**src/ccfr_regs.svh**
```systemverilog
// Purpose: constants for the clock failure recovery block
// Assumes: core clock at 100 MHz
// Notes:   counts derive from the rates held here
`ifndef CCFR_REGS_SVH
`define CCFR_REGS_SVH

`define CCFR_CORE_CLK_HZ      100000000
`define CCFR_FAIL_THRESH_HZ   1000
// longest wait rounds down; at least one cycle
`define CCFR_WDT_TIMEOUT_CYC  (`CCFR_CORE_CLK_HZ / `CCFR_FAIL_THRESH_HZ)
`define CCFR_WDT_OSC_HZ       10000
`define CCFR_WDT_EDGES_WIN    (`CCFR_WDT_OSC_HZ / `CCFR_FAIL_THRESH_HZ)
`define CCFR_SEL_W            3
`define CCFR_SEL_WDT          3'h4
`define CCFR_SEL_RESET        3'h0

`endif

```
**src/ccfr_pkg.sv**
```systemverilog
// Purpose: shared types of the clock failure recovery block
// Assumes: nothing
// Notes:   constants live in ccfr_regs.svh
package ccfr_pkg;
   typedef enum logic {
      CCFR_ST_PRIMARY,
      CCFR_ST_WDT
   } ccfr_state_t;
endpackage

```
**src/ccfr_clock_failure_recovery.sv**
```systemverilog
// Purpose: detect primary oscillator failure, trap the cpu, fall back to the wdt oscillator
// Assumes: both oscillators far slower than core_clk_i; both arrive as pins
// Notes:   sys_clk_o is a sampled copy of the chosen oscillator
//
// How it works
// - primary failure raises a trap toward the cpu that cannot be masked.
// - on primary failure the system clock moves to the wdt oscillator unaided.
// - the move happens only while the wdt oscillator is enabled.
// - no move when the wdt oscillator already is the chosen source.
// - the move ignores the wdt reset function; only the oscillator matters.
// - the cpu keeps running on the slow clock and takes the failure vector.
// - failure flagged below about 1 kHz, give or take a tenth.
// - any clock slower than the threshold counts as failed, even if running.
`timescale 1ns/1ps
`include "ccfr_regs.svh"

module ccfr_clock_failure_recovery #(
   parameter int unsigned WDT_EDGES_WIN   = `CCFR_WDT_EDGES_WIN,
   parameter int unsigned WDT_TIMEOUT_CYC = `CCFR_WDT_TIMEOUT_CYC
) (
   // clock and reset
   input  wire logic                    core_clk_i,
   input  wire logic                    reset_i,
   // oscillator pins
   input  wire logic                    primary_osc_i,
   input  wire logic                    wdt_osc_i,
   // configuration
   input  wire logic [`CCFR_SEL_W-1:0]  clock_source_select_i,
   input  wire logic                    wdt_osc_enable_i,
   input  wire logic                    primary_osc_fail_detect_enable_i,
   input  wire logic                    wdt_osc_fail_detect_enable_i,
   // cpu side
   input  wire logic                    trap_ack_i,
   output logic                         sys_clk_o,
   output logic                         on_wdt_clk_o,
   output logic                         primary_fail_trap_o,
   output logic                         wdt_fail_trap_o
);

   ////////////////////////////////////////////////////////////////////////////
   // input synchronisers

   // a filtered level moves only once stages two and three agree
   function automatic logic filt(input logic cur, input logic s2, input logic s3);
      filt = (s2 == s3) ? s3 : cur;
   endfunction

   logic [2:0] pri_sync_reg;
   logic [2:0] wdt_sync_reg;
   logic       pri_lvl_reg;
   logic       wdt_lvl_reg;
   logic       pri_lvl_next;
   logic       wdt_lvl_next;
   logic       pri_rise;
   logic       wdt_rise;

   // levels reset low; a pin already high gives one early edge, which restarts a count and, from the wdt pin, also advances the primary window
   always_ff @(posedge core_clk_i) begin
      if (reset_i) begin
         pri_sync_reg <= 3'h0;
         wdt_sync_reg <= 3'h0;
      end else begin
         pri_sync_reg <= {pri_sync_reg[1:0], primary_osc_i};
         wdt_sync_reg <= {wdt_sync_reg[1:0], wdt_osc_i};
      end
   end

   assign pri_lvl_next = filt(pri_lvl_reg, pri_sync_reg[1], pri_sync_reg[2]);
   assign wdt_lvl_next = filt(wdt_lvl_reg, wdt_sync_reg[1], wdt_sync_reg[2]);
   assign pri_rise     = pri_lvl_next & ~pri_lvl_reg;
   assign wdt_rise     = wdt_lvl_next & ~wdt_lvl_reg;

   always_ff @(posedge core_clk_i) begin
      if (reset_i) begin
         pri_lvl_reg <= 1'b0;
         wdt_lvl_reg <= 1'b0;
      end else begin
         pri_lvl_reg <= pri_lvl_next;
         wdt_lvl_reg <= wdt_lvl_next;
      end
   end

   ////////////////////////////////////////////////////////////////////////////
   // primary detector: wdt edges since the last primary edge

   localparam int unsigned WIN_W = $clog2(WDT_EDGES_WIN + 1);
   localparam int unsigned TO_W  = $clog2(WDT_TIMEOUT_CYC + 1);

   logic [WIN_W-1:0] win_cnt_reg;
   logic             win_full;
   logic             pri_failed_reg;
   logic             pri_fail_evt;
   logic             sel_is_wdt;

   assign sel_is_wdt = (clock_source_select_i == `CCFR_SEL_WDT);
   assign win_full   = (win_cnt_reg == WIN_W'(WDT_EDGES_WIN - 1));

   // fires once per failure, re-armed by the next primary edge;
   // a primary edge in the closing cycle is still a sign of life
   assign pri_fail_evt = primary_osc_fail_detect_enable_i & ~pri_failed_reg & wdt_rise
                         & ~pri_rise & win_full;

   always_ff @(posedge core_clk_i) begin
      if (reset_i) begin
         win_cnt_reg    <= '0;
         pri_failed_reg <= 1'b0;
      end else if (pri_rise || !primary_osc_fail_detect_enable_i) begin
         win_cnt_reg    <= '0;
         pri_failed_reg <= 1'b0;
      end else if (wdt_rise) begin
         if (!win_full)
            win_cnt_reg <= win_cnt_reg + 1'b1;
         if (pri_fail_evt)
            pri_failed_reg <= 1'b1;
      end
   end

   ////////////////////////////////////////////////////////////////////////////
   // wdt oscillator detector: core cycles since the last wdt edge

   // the primary window stalls with the wdt oscillator; this timer catches that case
   logic [TO_W-1:0] to_cnt_reg;
   logic            to_full;
   logic            wdt_failed_reg;
   logic            wdt_fail_evt;

   assign to_full      = (to_cnt_reg == TO_W'(WDT_TIMEOUT_CYC - 1));
   assign wdt_fail_evt = wdt_osc_fail_detect_enable_i & ~wdt_failed_reg & ~wdt_rise
                         & to_full;

   always_ff @(posedge core_clk_i) begin
      if (reset_i) begin
         to_cnt_reg     <= '0;
         wdt_failed_reg <= 1'b0;
      end else if (wdt_rise || !wdt_osc_fail_detect_enable_i) begin
         to_cnt_reg     <= '0;
         wdt_failed_reg <= 1'b0;
      end else begin
         if (!to_full)
            to_cnt_reg <= to_cnt_reg + 1'b1;
         if (wdt_fail_evt)
            wdt_failed_reg <= 1'b1;
      end
   end

   ////////////////////////////////////////////////////////////////////////////
   // trap flags: no mask; a new event beats the acknowledge
   // one acknowledge clears both flags, so the handler reads both first

   always_ff @(posedge core_clk_i) begin
      if (reset_i)
         primary_fail_trap_o <= 1'b0;
      else if (pri_fail_evt)
         primary_fail_trap_o <= 1'b1;
      else if (trap_ack_i)
         primary_fail_trap_o <= 1'b0;
   end

   always_ff @(posedge core_clk_i) begin
      if (reset_i)
         wdt_fail_trap_o <= 1'b0;
      else if (wdt_fail_evt)
         wdt_fail_trap_o <= 1'b1;
      else if (trap_ack_i)
         wdt_fail_trap_o <= 1'b0;
   end

   ////////////////////////////////////////////////////////////////////////////
   // clock source state

   ccfr_pkg::ccfr_state_t state_reg;
   ccfr_pkg::ccfr_state_t state_next;
   logic [`CCFR_SEL_W-1:0] sel_prev_reg;

   // wdt reset function is not an input here: only the oscillator enable gates it
   always_comb begin
      state_next = state_reg;
      case (state_reg)
         ccfr_pkg::CCFR_ST_PRIMARY: begin
            if (pri_fail_evt && wdt_osc_enable_i && !sel_is_wdt)
               state_next = ccfr_pkg::CCFR_ST_WDT;
         end
         ccfr_pkg::CCFR_ST_WDT: begin
            // software rewrote the source select: hand back
            // a disabled wdt oscillator cannot carry the cpu any longer
            if (clock_source_select_i != sel_prev_reg || !wdt_osc_enable_i)
               state_next = ccfr_pkg::CCFR_ST_PRIMARY;
         end
         default: state_next = ccfr_pkg::CCFR_ST_PRIMARY;
      endcase
   end

   always_ff @(posedge core_clk_i) begin
      if (reset_i) begin
         state_reg    <= ccfr_pkg::CCFR_ST_PRIMARY;
         sel_prev_reg <= `CCFR_SEL_RESET;
      end else begin
         state_reg    <= state_next;
         sel_prev_reg <= clock_source_select_i;
      end
   end

   ////////////////////////////////////////////////////////////////////////////
   // clock out: the substitute keeps the cpu running after the switch

   always_ff @(posedge core_clk_i) begin
      if (reset_i) begin
         sys_clk_o    <= 1'b0;
         on_wdt_clk_o <= 1'b0;
      end else begin
         on_wdt_clk_o <= (state_next == ccfr_pkg::CCFR_ST_WDT);
         if (state_next == ccfr_pkg::CCFR_ST_WDT || sel_is_wdt)
            sys_clk_o <= wdt_lvl_next;
         else
            sys_clk_o <= pri_lvl_next;
      end
   end

endmodule

```
**config.mk**
```make
export PLATFORM = sky130hd
export DESIGN_NAME = ccfr_clock_failure_recovery
export DESIGN_NICKNAME = d
export VERILOG_FILES = /design/src/ccfr_pkg.sv /design/src/ccfr_clock_failure_recovery.sv
export VERILOG_INCLUDE_DIRS = /design/src
export SDC_FILE = /design/constraint.sdc
export NUM_CORES = 1
export LEC_CHECK = 0
export BUFFER_PORTS_ARGS = -buffer_cell sky130_fd_sc_hd__buf_2
export CAP_MARGIN = 20
export CELL_PAD_IN_SITES_DETAIL_PLACEMENT = 0
export CELL_PAD_IN_SITES_GLOBAL_PLACEMENT = 1
export CORE_MARGIN = 5
export CORE_UTILIZATION = 48
export DETAILED_ROUTE_END_ITERATION = 10
export PLACE_DENSITY = 0.85
export SYNTH_ARGS = -nofsm -noshare
export SYNTH_HDL_FRONTEND = slang
export SYNTH_SLANG_ARGS = --single-unit
export TNS_END_PERCENT = 10
```
**constraint.sdc**
```tcl
create_clock -name core_clk_i -period 2.8 [get_ports core_clk_i]
set_clock_uncertainty 0.2 [all_clocks]
set_input_delay 0.42 -clock core_clk_i [delete_from_list [all_inputs] [get_ports core_clk_i]]
set_output_delay 0.42 -clock core_clk_i [all_outputs]
set_load 0.02 [all_outputs]
```
### Yosys cells after proc, flatten, opt, wreduce, memory -nomap -nowiden

Cells that the tools add are included.

* add/sub/neg operators: 2
* eq/ne operators: 6
* multiplexer cells: 9
* bitwise gates (word level): 17
* reduce and logical (&&, ||, !) cells: 16

Operator list (number)
* $add A17 B1 Y17 const B: 1
* $eq A17 B17 Y1 const B: 1
* $and A1 B1 Y1: 9
* $mux W1: 8
* $not A1 Y1: 8
* $add A4 B1 Y4 const B: 1
* $eq A4 B4 Y1 const B: 1
* $logic_not A1 Y1: 4
* $logic_or A1 B1 Y1: 4
* $reduce_and A2 Y1: 2
* $reduce_bool A2 Y1: 2
* $reduce_or A2 Y1: 2
* $eq A3 B3 Y1 const B: 1
* $ne A3 B3 Y1: 1
* $eq A1 B1 Y1: 2
* $logic_and A1 B1 Y1: 2
* $pmux W1 S2: 1

* register bits: 38
* output and inout port bits: 4
* logic and storage cells: 63

### Logic depth before layout (Yosys ltp)

Gate-level depths: netlist of run 1.

* word-level depth: 12
* gate-level depth with buffers: 7
* mapped depth without buffers: 6

### Least setup slack after synthesis of run 1

Ideal clock, no wire load.

* path kind: reg-to-reg
* start point: reg to_cnt_reg[0]
* end point: reg to_cnt_reg[4]
* data arrival time: 1.592 ns
* data required time: 2.533 ns
* slack: 0.941 ns
* stages on the path, launching flop included: 8
* period minus slack after synthesis: 1.859 ns
* cell sequence: dfxtp_1 ha_1 and4_1 buf_6 and4_1 buf_6 a2111o_1 o21ai_2

* word-level cells in the longest chain between the ends: 1
* elaborated cells on any way between the ends: 2
* classes of those cells: add/sub (1); eq/ne (1)

RTL lines
* start: declaration: RTL line ccfr_clock_failure_recovery.sv:122 `logic [TO_W-1:0] to_cnt_reg;`
* start signal: assignment: RTL line ccfr_clock_failure_recovery.sv:140 `to_cnt_reg <= to_cnt_reg + 1'b1;`
* $add A17 B1 Y17 or $eq A17 B17 Y1 (tied branches): RTL line ccfr_clock_failure_recovery.sv:140, ccfr_clock_failure_recovery.sv:127

Parallel ways exist; a longest one is shown, timed or not.
A chain may end at the register's enable or synchronous reset.

### Worst setup path in the final report of run 1

* start point: reg to_cnt_reg[0]
* end point: reg to_cnt_reg[0]

Same word-level chain as after synthesis.

==> results of run 1 <==
[critical path, cell delays in order, from the launching register on]
cell and delay (ns):
dfxtp_1 0.41, ha_1 0.24, and4_1 0.32, and4_1 0.40, a21boi_1 0.13, nor3_1 0.17
[routing by layer]
layer | vias to the layer above | GRT usage, % | part of all wire, % | wire length [um]
li1 | 687 | - | - | -
met1 | 646 | 19.0 | 49 | 1600
met2 | 24 | 22.2 | 45 | 1470
met3 | 9 | 3.87 | 3.8 | 123
met4 | 0 | 7.87 | 2.2 | 72
met5 | - | 0 | 0 | 0
[Yosys cell counts (4+ instances only)]
library cell,instances
dfxtp_1,38
nor2_1,17
nand2_1,14
nand4_1,9
nor2b_1,9
xor2_1,9
nand3_1,8
a21oi_1,7
nor3_1,6
inv_1,5
nand3b_1,5
xnor2_1,5
o21ai_0,4
[kinds of logic (layout without fill, tap and decap cells)]
group / count (synthesis) / after routing
DFF: 38 / 38
and+or+nand+nor: 90 / 90
muxes: 3 / 3
xor gates and xnor gates: 14 / 14
AOI/OAI and AO/OA: 25 / 25
adders and majority gates: 3 / 3
buffers and inverters: 12 / 26
[final timing paths]
check             slack, ns  cells past startpoint               to
hold reg to reg        0.25                      1  wdt_sync_reg[1]
setup reg to reg       0.85                      5    to_cnt_reg[0]
hold / removal         0.07                      2  wdt_sync_reg[0]
setup / recovery       0.85                      5    to_cnt_reg[0]
[metrics by stage]
step	total power, uW	instances	util (%)	instance area [um2]	hold slack (ns)
after floorplan	587	185	-	1730	0.214
after global placement	600	238	53.0	1810	0.221
after detailed placement	603	238	53.0	1810	0.230
after CTS	866	245	54.4	1860	0.0632
after global routing	892	245	54.4	1860	0.0609
final	864	245	54.4	1860	0.0668
[final cells by class]
class	count	area (um2)
Inverter	5	18.8
Sequential cell	38	761
Fill cell	332	1560
Clock inverter	2	10.0
Clock buffer	5	37.5
Timing Repair Buffer	14	70.1
Multi-Input combinational cell	135	902
Tap cell	46	57.6
[report_power, final]
part	switching, uW	internal, uW
Clock	183	90.4
Sequential	4.43	548
Combinational	21.8	16.2
==> metrics.txt, run 1 <==
status complete, no violations; Synth Cell Area 1730 um2; initial antenna violation count 0; number of diodes 0; Netlist cell types 44; largest family of logic cells by synthesized area simple AND/OR/NAND/NOR gates; DR iter-0 viols 114; FP Rows 21; Post-Syn Nets 199; post-synth top area share 44.1%; Min-Delay Startpoint wdt_osc_i; asr flop ratio synth 0%; Post-Synth Adder-Cell Area 2.18%; cts repair resizes 0; GRT Total Usage 14.7%; hold buffers post-CTS 0; area of the core 3420 um2; Initial Util 50.5%; PnR worst setup slack 0.850 ns; Worst-Skew Late Latency 0.35 ns; Max clock buf depth 2; fraction of the mapped netlist area in compound gates 10.2%; Die ar. 4890 um2; Port-buffer cells 14; register area share after synthesis 44.1%; GRT overflow 0; Sink Count 38; Post-Synth XOR/XNOR Area 7.11%; Setup TNS 0 ns; Die Wd 70.0 um; Worst Setup Path Type reg2reg; worst slew pin tran 0.607 ns; final worst path period need 1.95 ns; period utilization 69.7%; unrepaired setup endpoints after global routing false; syn_area_per_cell 9.33 um2; Placer Congestion 0.786; crit-path max FO 9; commonest non-fill, non-tap cell in the layout dfxtp_1; # DRC 0; Detail Route Antenna Nets 0; HP Class in2reg; Setup Buffers After CTS 0; mux cell area share after synthesis 1.81%; layout cell share with drive strength beyond 1 15.1%; total number of vias 1366; Syn. warnings 0; Top-Level Pins 15; hpwl dp 2400 um; vias in the first global route 1313; top post-synthesis cells by area dfxtp_1, xor2_1, nor2_1; first drt pass iteration count 4; commonest cells after routing, fill and taps aside dfxtp_1, nor2_1, nand2_1, buf_2; peak supply drop 245 uV; Fmax 513 MHz; Reg clk slew, reported paths 0.12 ns; slew margin rel. 59.4%; r2r startpoint to_cnt_reg[0]; total CTS buffers 5; area delta synth->final 7.61%; nets 213; post-DR vias/cell 5.58; max-slew violations 0; H-Tree Depth 2; CTS root buf clkbuf_4; endpoint type of the worst setup path flop; Fin. Hold Viols 0; crit path from to_cnt_reg[0]; Synth Flop Type dfxtp_1; CTS tree built; WP data arrival 2.01 ns; Static Leak 0.000674 uW; Avg WL per Cell 13.3 um; largest net degree at the start of global routing 18; CP Launch Type flop; Die Height 70.0 um; maxcap violations 0; WL final 3270 um; Setup WS pre-CTS 0.773 ns; simple-gate share of the synthesized area 31.0%; EDFF count, synth 0; FF+latch count, synth 38; Setup Viol. Count Final 0; largest area contributor in the netlist dfxtp_1; Mapped Cells 185; power per cell area 465 nW/um2; Req. time, crit path 2.86 ns; max FFs per register 17; first-pass GRT wire length 5790 um
Note: power is estimated with default switching activity, not from simulation.
==> run 2, diff against run 1 <==
Settings changed: CORE_UTILIZATION 48 to 45, PLACE_DENSITY 0.85 to 0.81.
Clock period 2.8 ns to 1.8 ns, I/O delays scaled along.
==> metrics.txt, run 2 (synthesis gave the netlist of run 1 again) <==
status complete, no violations; crit path from to_cnt_reg[2]; met2 Usage GRT 22.3%; Reg clk slew, reported paths 0.07 ns; first-pass GRT wire length 5820 um; period utilization 94.6%; P_sw 332 uW; Die Wd 71.9 um; Reg area 764 um2; largest net degree at the start of global routing 17; final worst path period need 1.70 ns; FP Rows 22; Avg WL per Cell 13.1 um; Worst Setup Path Type reg2reg; number of diodes 0; placed inst area 1910 um2; commonest non-fill, non-tap cell in the layout dfxtp_1; max-slew violations 0; r2r startpoint to_cnt_reg[2]; GRT Total Usage 13.8%; area delta synth->final 17.8%; Max clock buf depth 2; Placed Instances 253; WP data arrival 1.68 ns; post-DR vias/cell 5.26; FF-to-FF path depth 4; # DRC 0; CP Launch Type flop; peak supply drop 519 uV; initial antenna violation count 0; total number of vias 1377; commonest cells after routing, fill and taps aside dfxtp_1, nor2_1, nand2_1, buf_2, buf_4; WL final 3420 um; CTS tree built; flop-to-flop setup slack 0.1 ns; HP Class in2reg; Sink Count 38; Internal Power 1200 uW; sequential cell fraction of total power 56.2%; Fmax 587 MHz; total CTS buffers 5; Die ar. 5170 um2; H-Tree Depth 2; Worst-Skew Late Latency 0.28 ns; Min-Delay Startpoint primary_osc_i; crit-path max FO 7; Static Leak 0.000764 uW; Switching Share 21.7%; endpoint type of the worst setup path flop; Finished Layout Cells 262; power per cell area 752 nW/um2; first drt pass iteration count 4; fin util 55.1%; reg2reg end to_cnt_reg[15]; Die Height 71.9 um; GRT busiest layer met2; Worst Setup EP to_cnt_reg[15]; area of the core 3690 um2; Fin. Hold Viols 0; Top-Level Pins 15; vias in the first global route 1303; CTS root buf clkbuf_8; Pwr Total 1530 uW; Clk pwr share 39.0%; PnR worst setup slack 0.0965 ns; Fillers 331; layout cell share with drive strength beyond 1 22.9%; hpwl dp 2510 um; Setup WS pre-CTS 0.0602 ns; Port-buffer cells 14; worst slew pin tran 0.435 ns; multi-input logic area 921 um2; combinational power share 4.8%; DR iter-0 viols 116; Design Area, Final 2030 um2; met1 Usage GRT 18.6%; slew margin rel. 71.0%; Detail Route Antenna Nets 0; GRT overflow 0; grt met3 use 3.32%; Placer Congestion 0.816; Req. time, crit path 1.77 ns; Setup Buffers After CTS 0; Initial Util 46.8%; max FFs per register 17; Setup Viol. Count Final 0; nets 227; maxcap violations 0
-- run 2: cell types whose count changed in the layout (fill, tap and decap cells not counted), moves of 3 or more --
cell / previous run / this run
clkbuf_4: 5 / 0
buf_4: 0 / 13
dfxtp_2: 0 / 3
dfxtp_1: 38 / 35
clkbuf_8: 0 / 6
-- run 2: per-stage QoR --
step                      setup TNS, ns  hold slack [ns]
after floorplan                 -0.0323            0.142
after global placement                0            0.217
after detailed placement              0            0.223
after CTS                             0          0.00296
after global routing           -0.00771           0.0206
final                                 0          0.00320
-- run 2: how the worst min path moves through the flow --
stage	to	slack, ns	cells past startpoint
after global routing	pri_sync_reg[0]	0.02	2
after detailed placement	wdt_sync_reg[1]	0.22	1
after global placement	wdt_sync_reg[1]	0.22	1
after floorplan	wdt_sync_reg[0]	0.14	1
after CTS	pri_sync_reg[0]	0.003	2
final	pri_sync_reg[0]	0.003	2
-- run 2: cell type report --
| class | count | share of cell area (%) |
|---|---|---|
| Clock inverter | 1 | 0.246 |
| Inverter | 5 | 0.923 |
| Clock buffer | 7 | 4.25 |
| Multi-Input combinational cell | 135 | 45.3 |
| Timing Repair Buffer | 28 | 8.74 |
| Sequential cell | 38 | 37.6 |
| Tap cell | 48 | 2.95 |
-- run 2: worst max-delay path, stage by stage (launching register included) --
cell and delay [ns]:
dfxtp_1 0.46, nand3_1 0.25, nor4_4 0.45, a211o_1 0.19, nand2_1 0.05
-- run 2: power groups by stage --
stage / combinational, uW / sequential (uW) / clock [uW]
after CTS: 73.7 / 858 / 606
after global placement: 68.6 / 876 / 0
after floorplan: 36.1 / 877 / 0
after global routing: 82.6 / 861 / 645
after detailed placement: 71.4 / 877 / 0
final: 73.4 / 859 / 596
-- run 2: what timing repair did --
| item | CTS | global route |
|---|---|---|
| hold endpoints to repair | 1 | 0 |
| gates resized for setup | 0 | 8 |
| endpoints found under the setup margin | 0 | 6 |
| hold buffers | 1 | 0 |
-- run 2: per-layer routing --
metal / share of wire, % / vias to the layer above
li1: - / 714
met1: 50 / 646
met2: 47 / 12
met3: 2.7 / 5
met4: 0.61 / 0
met5: 0 / -
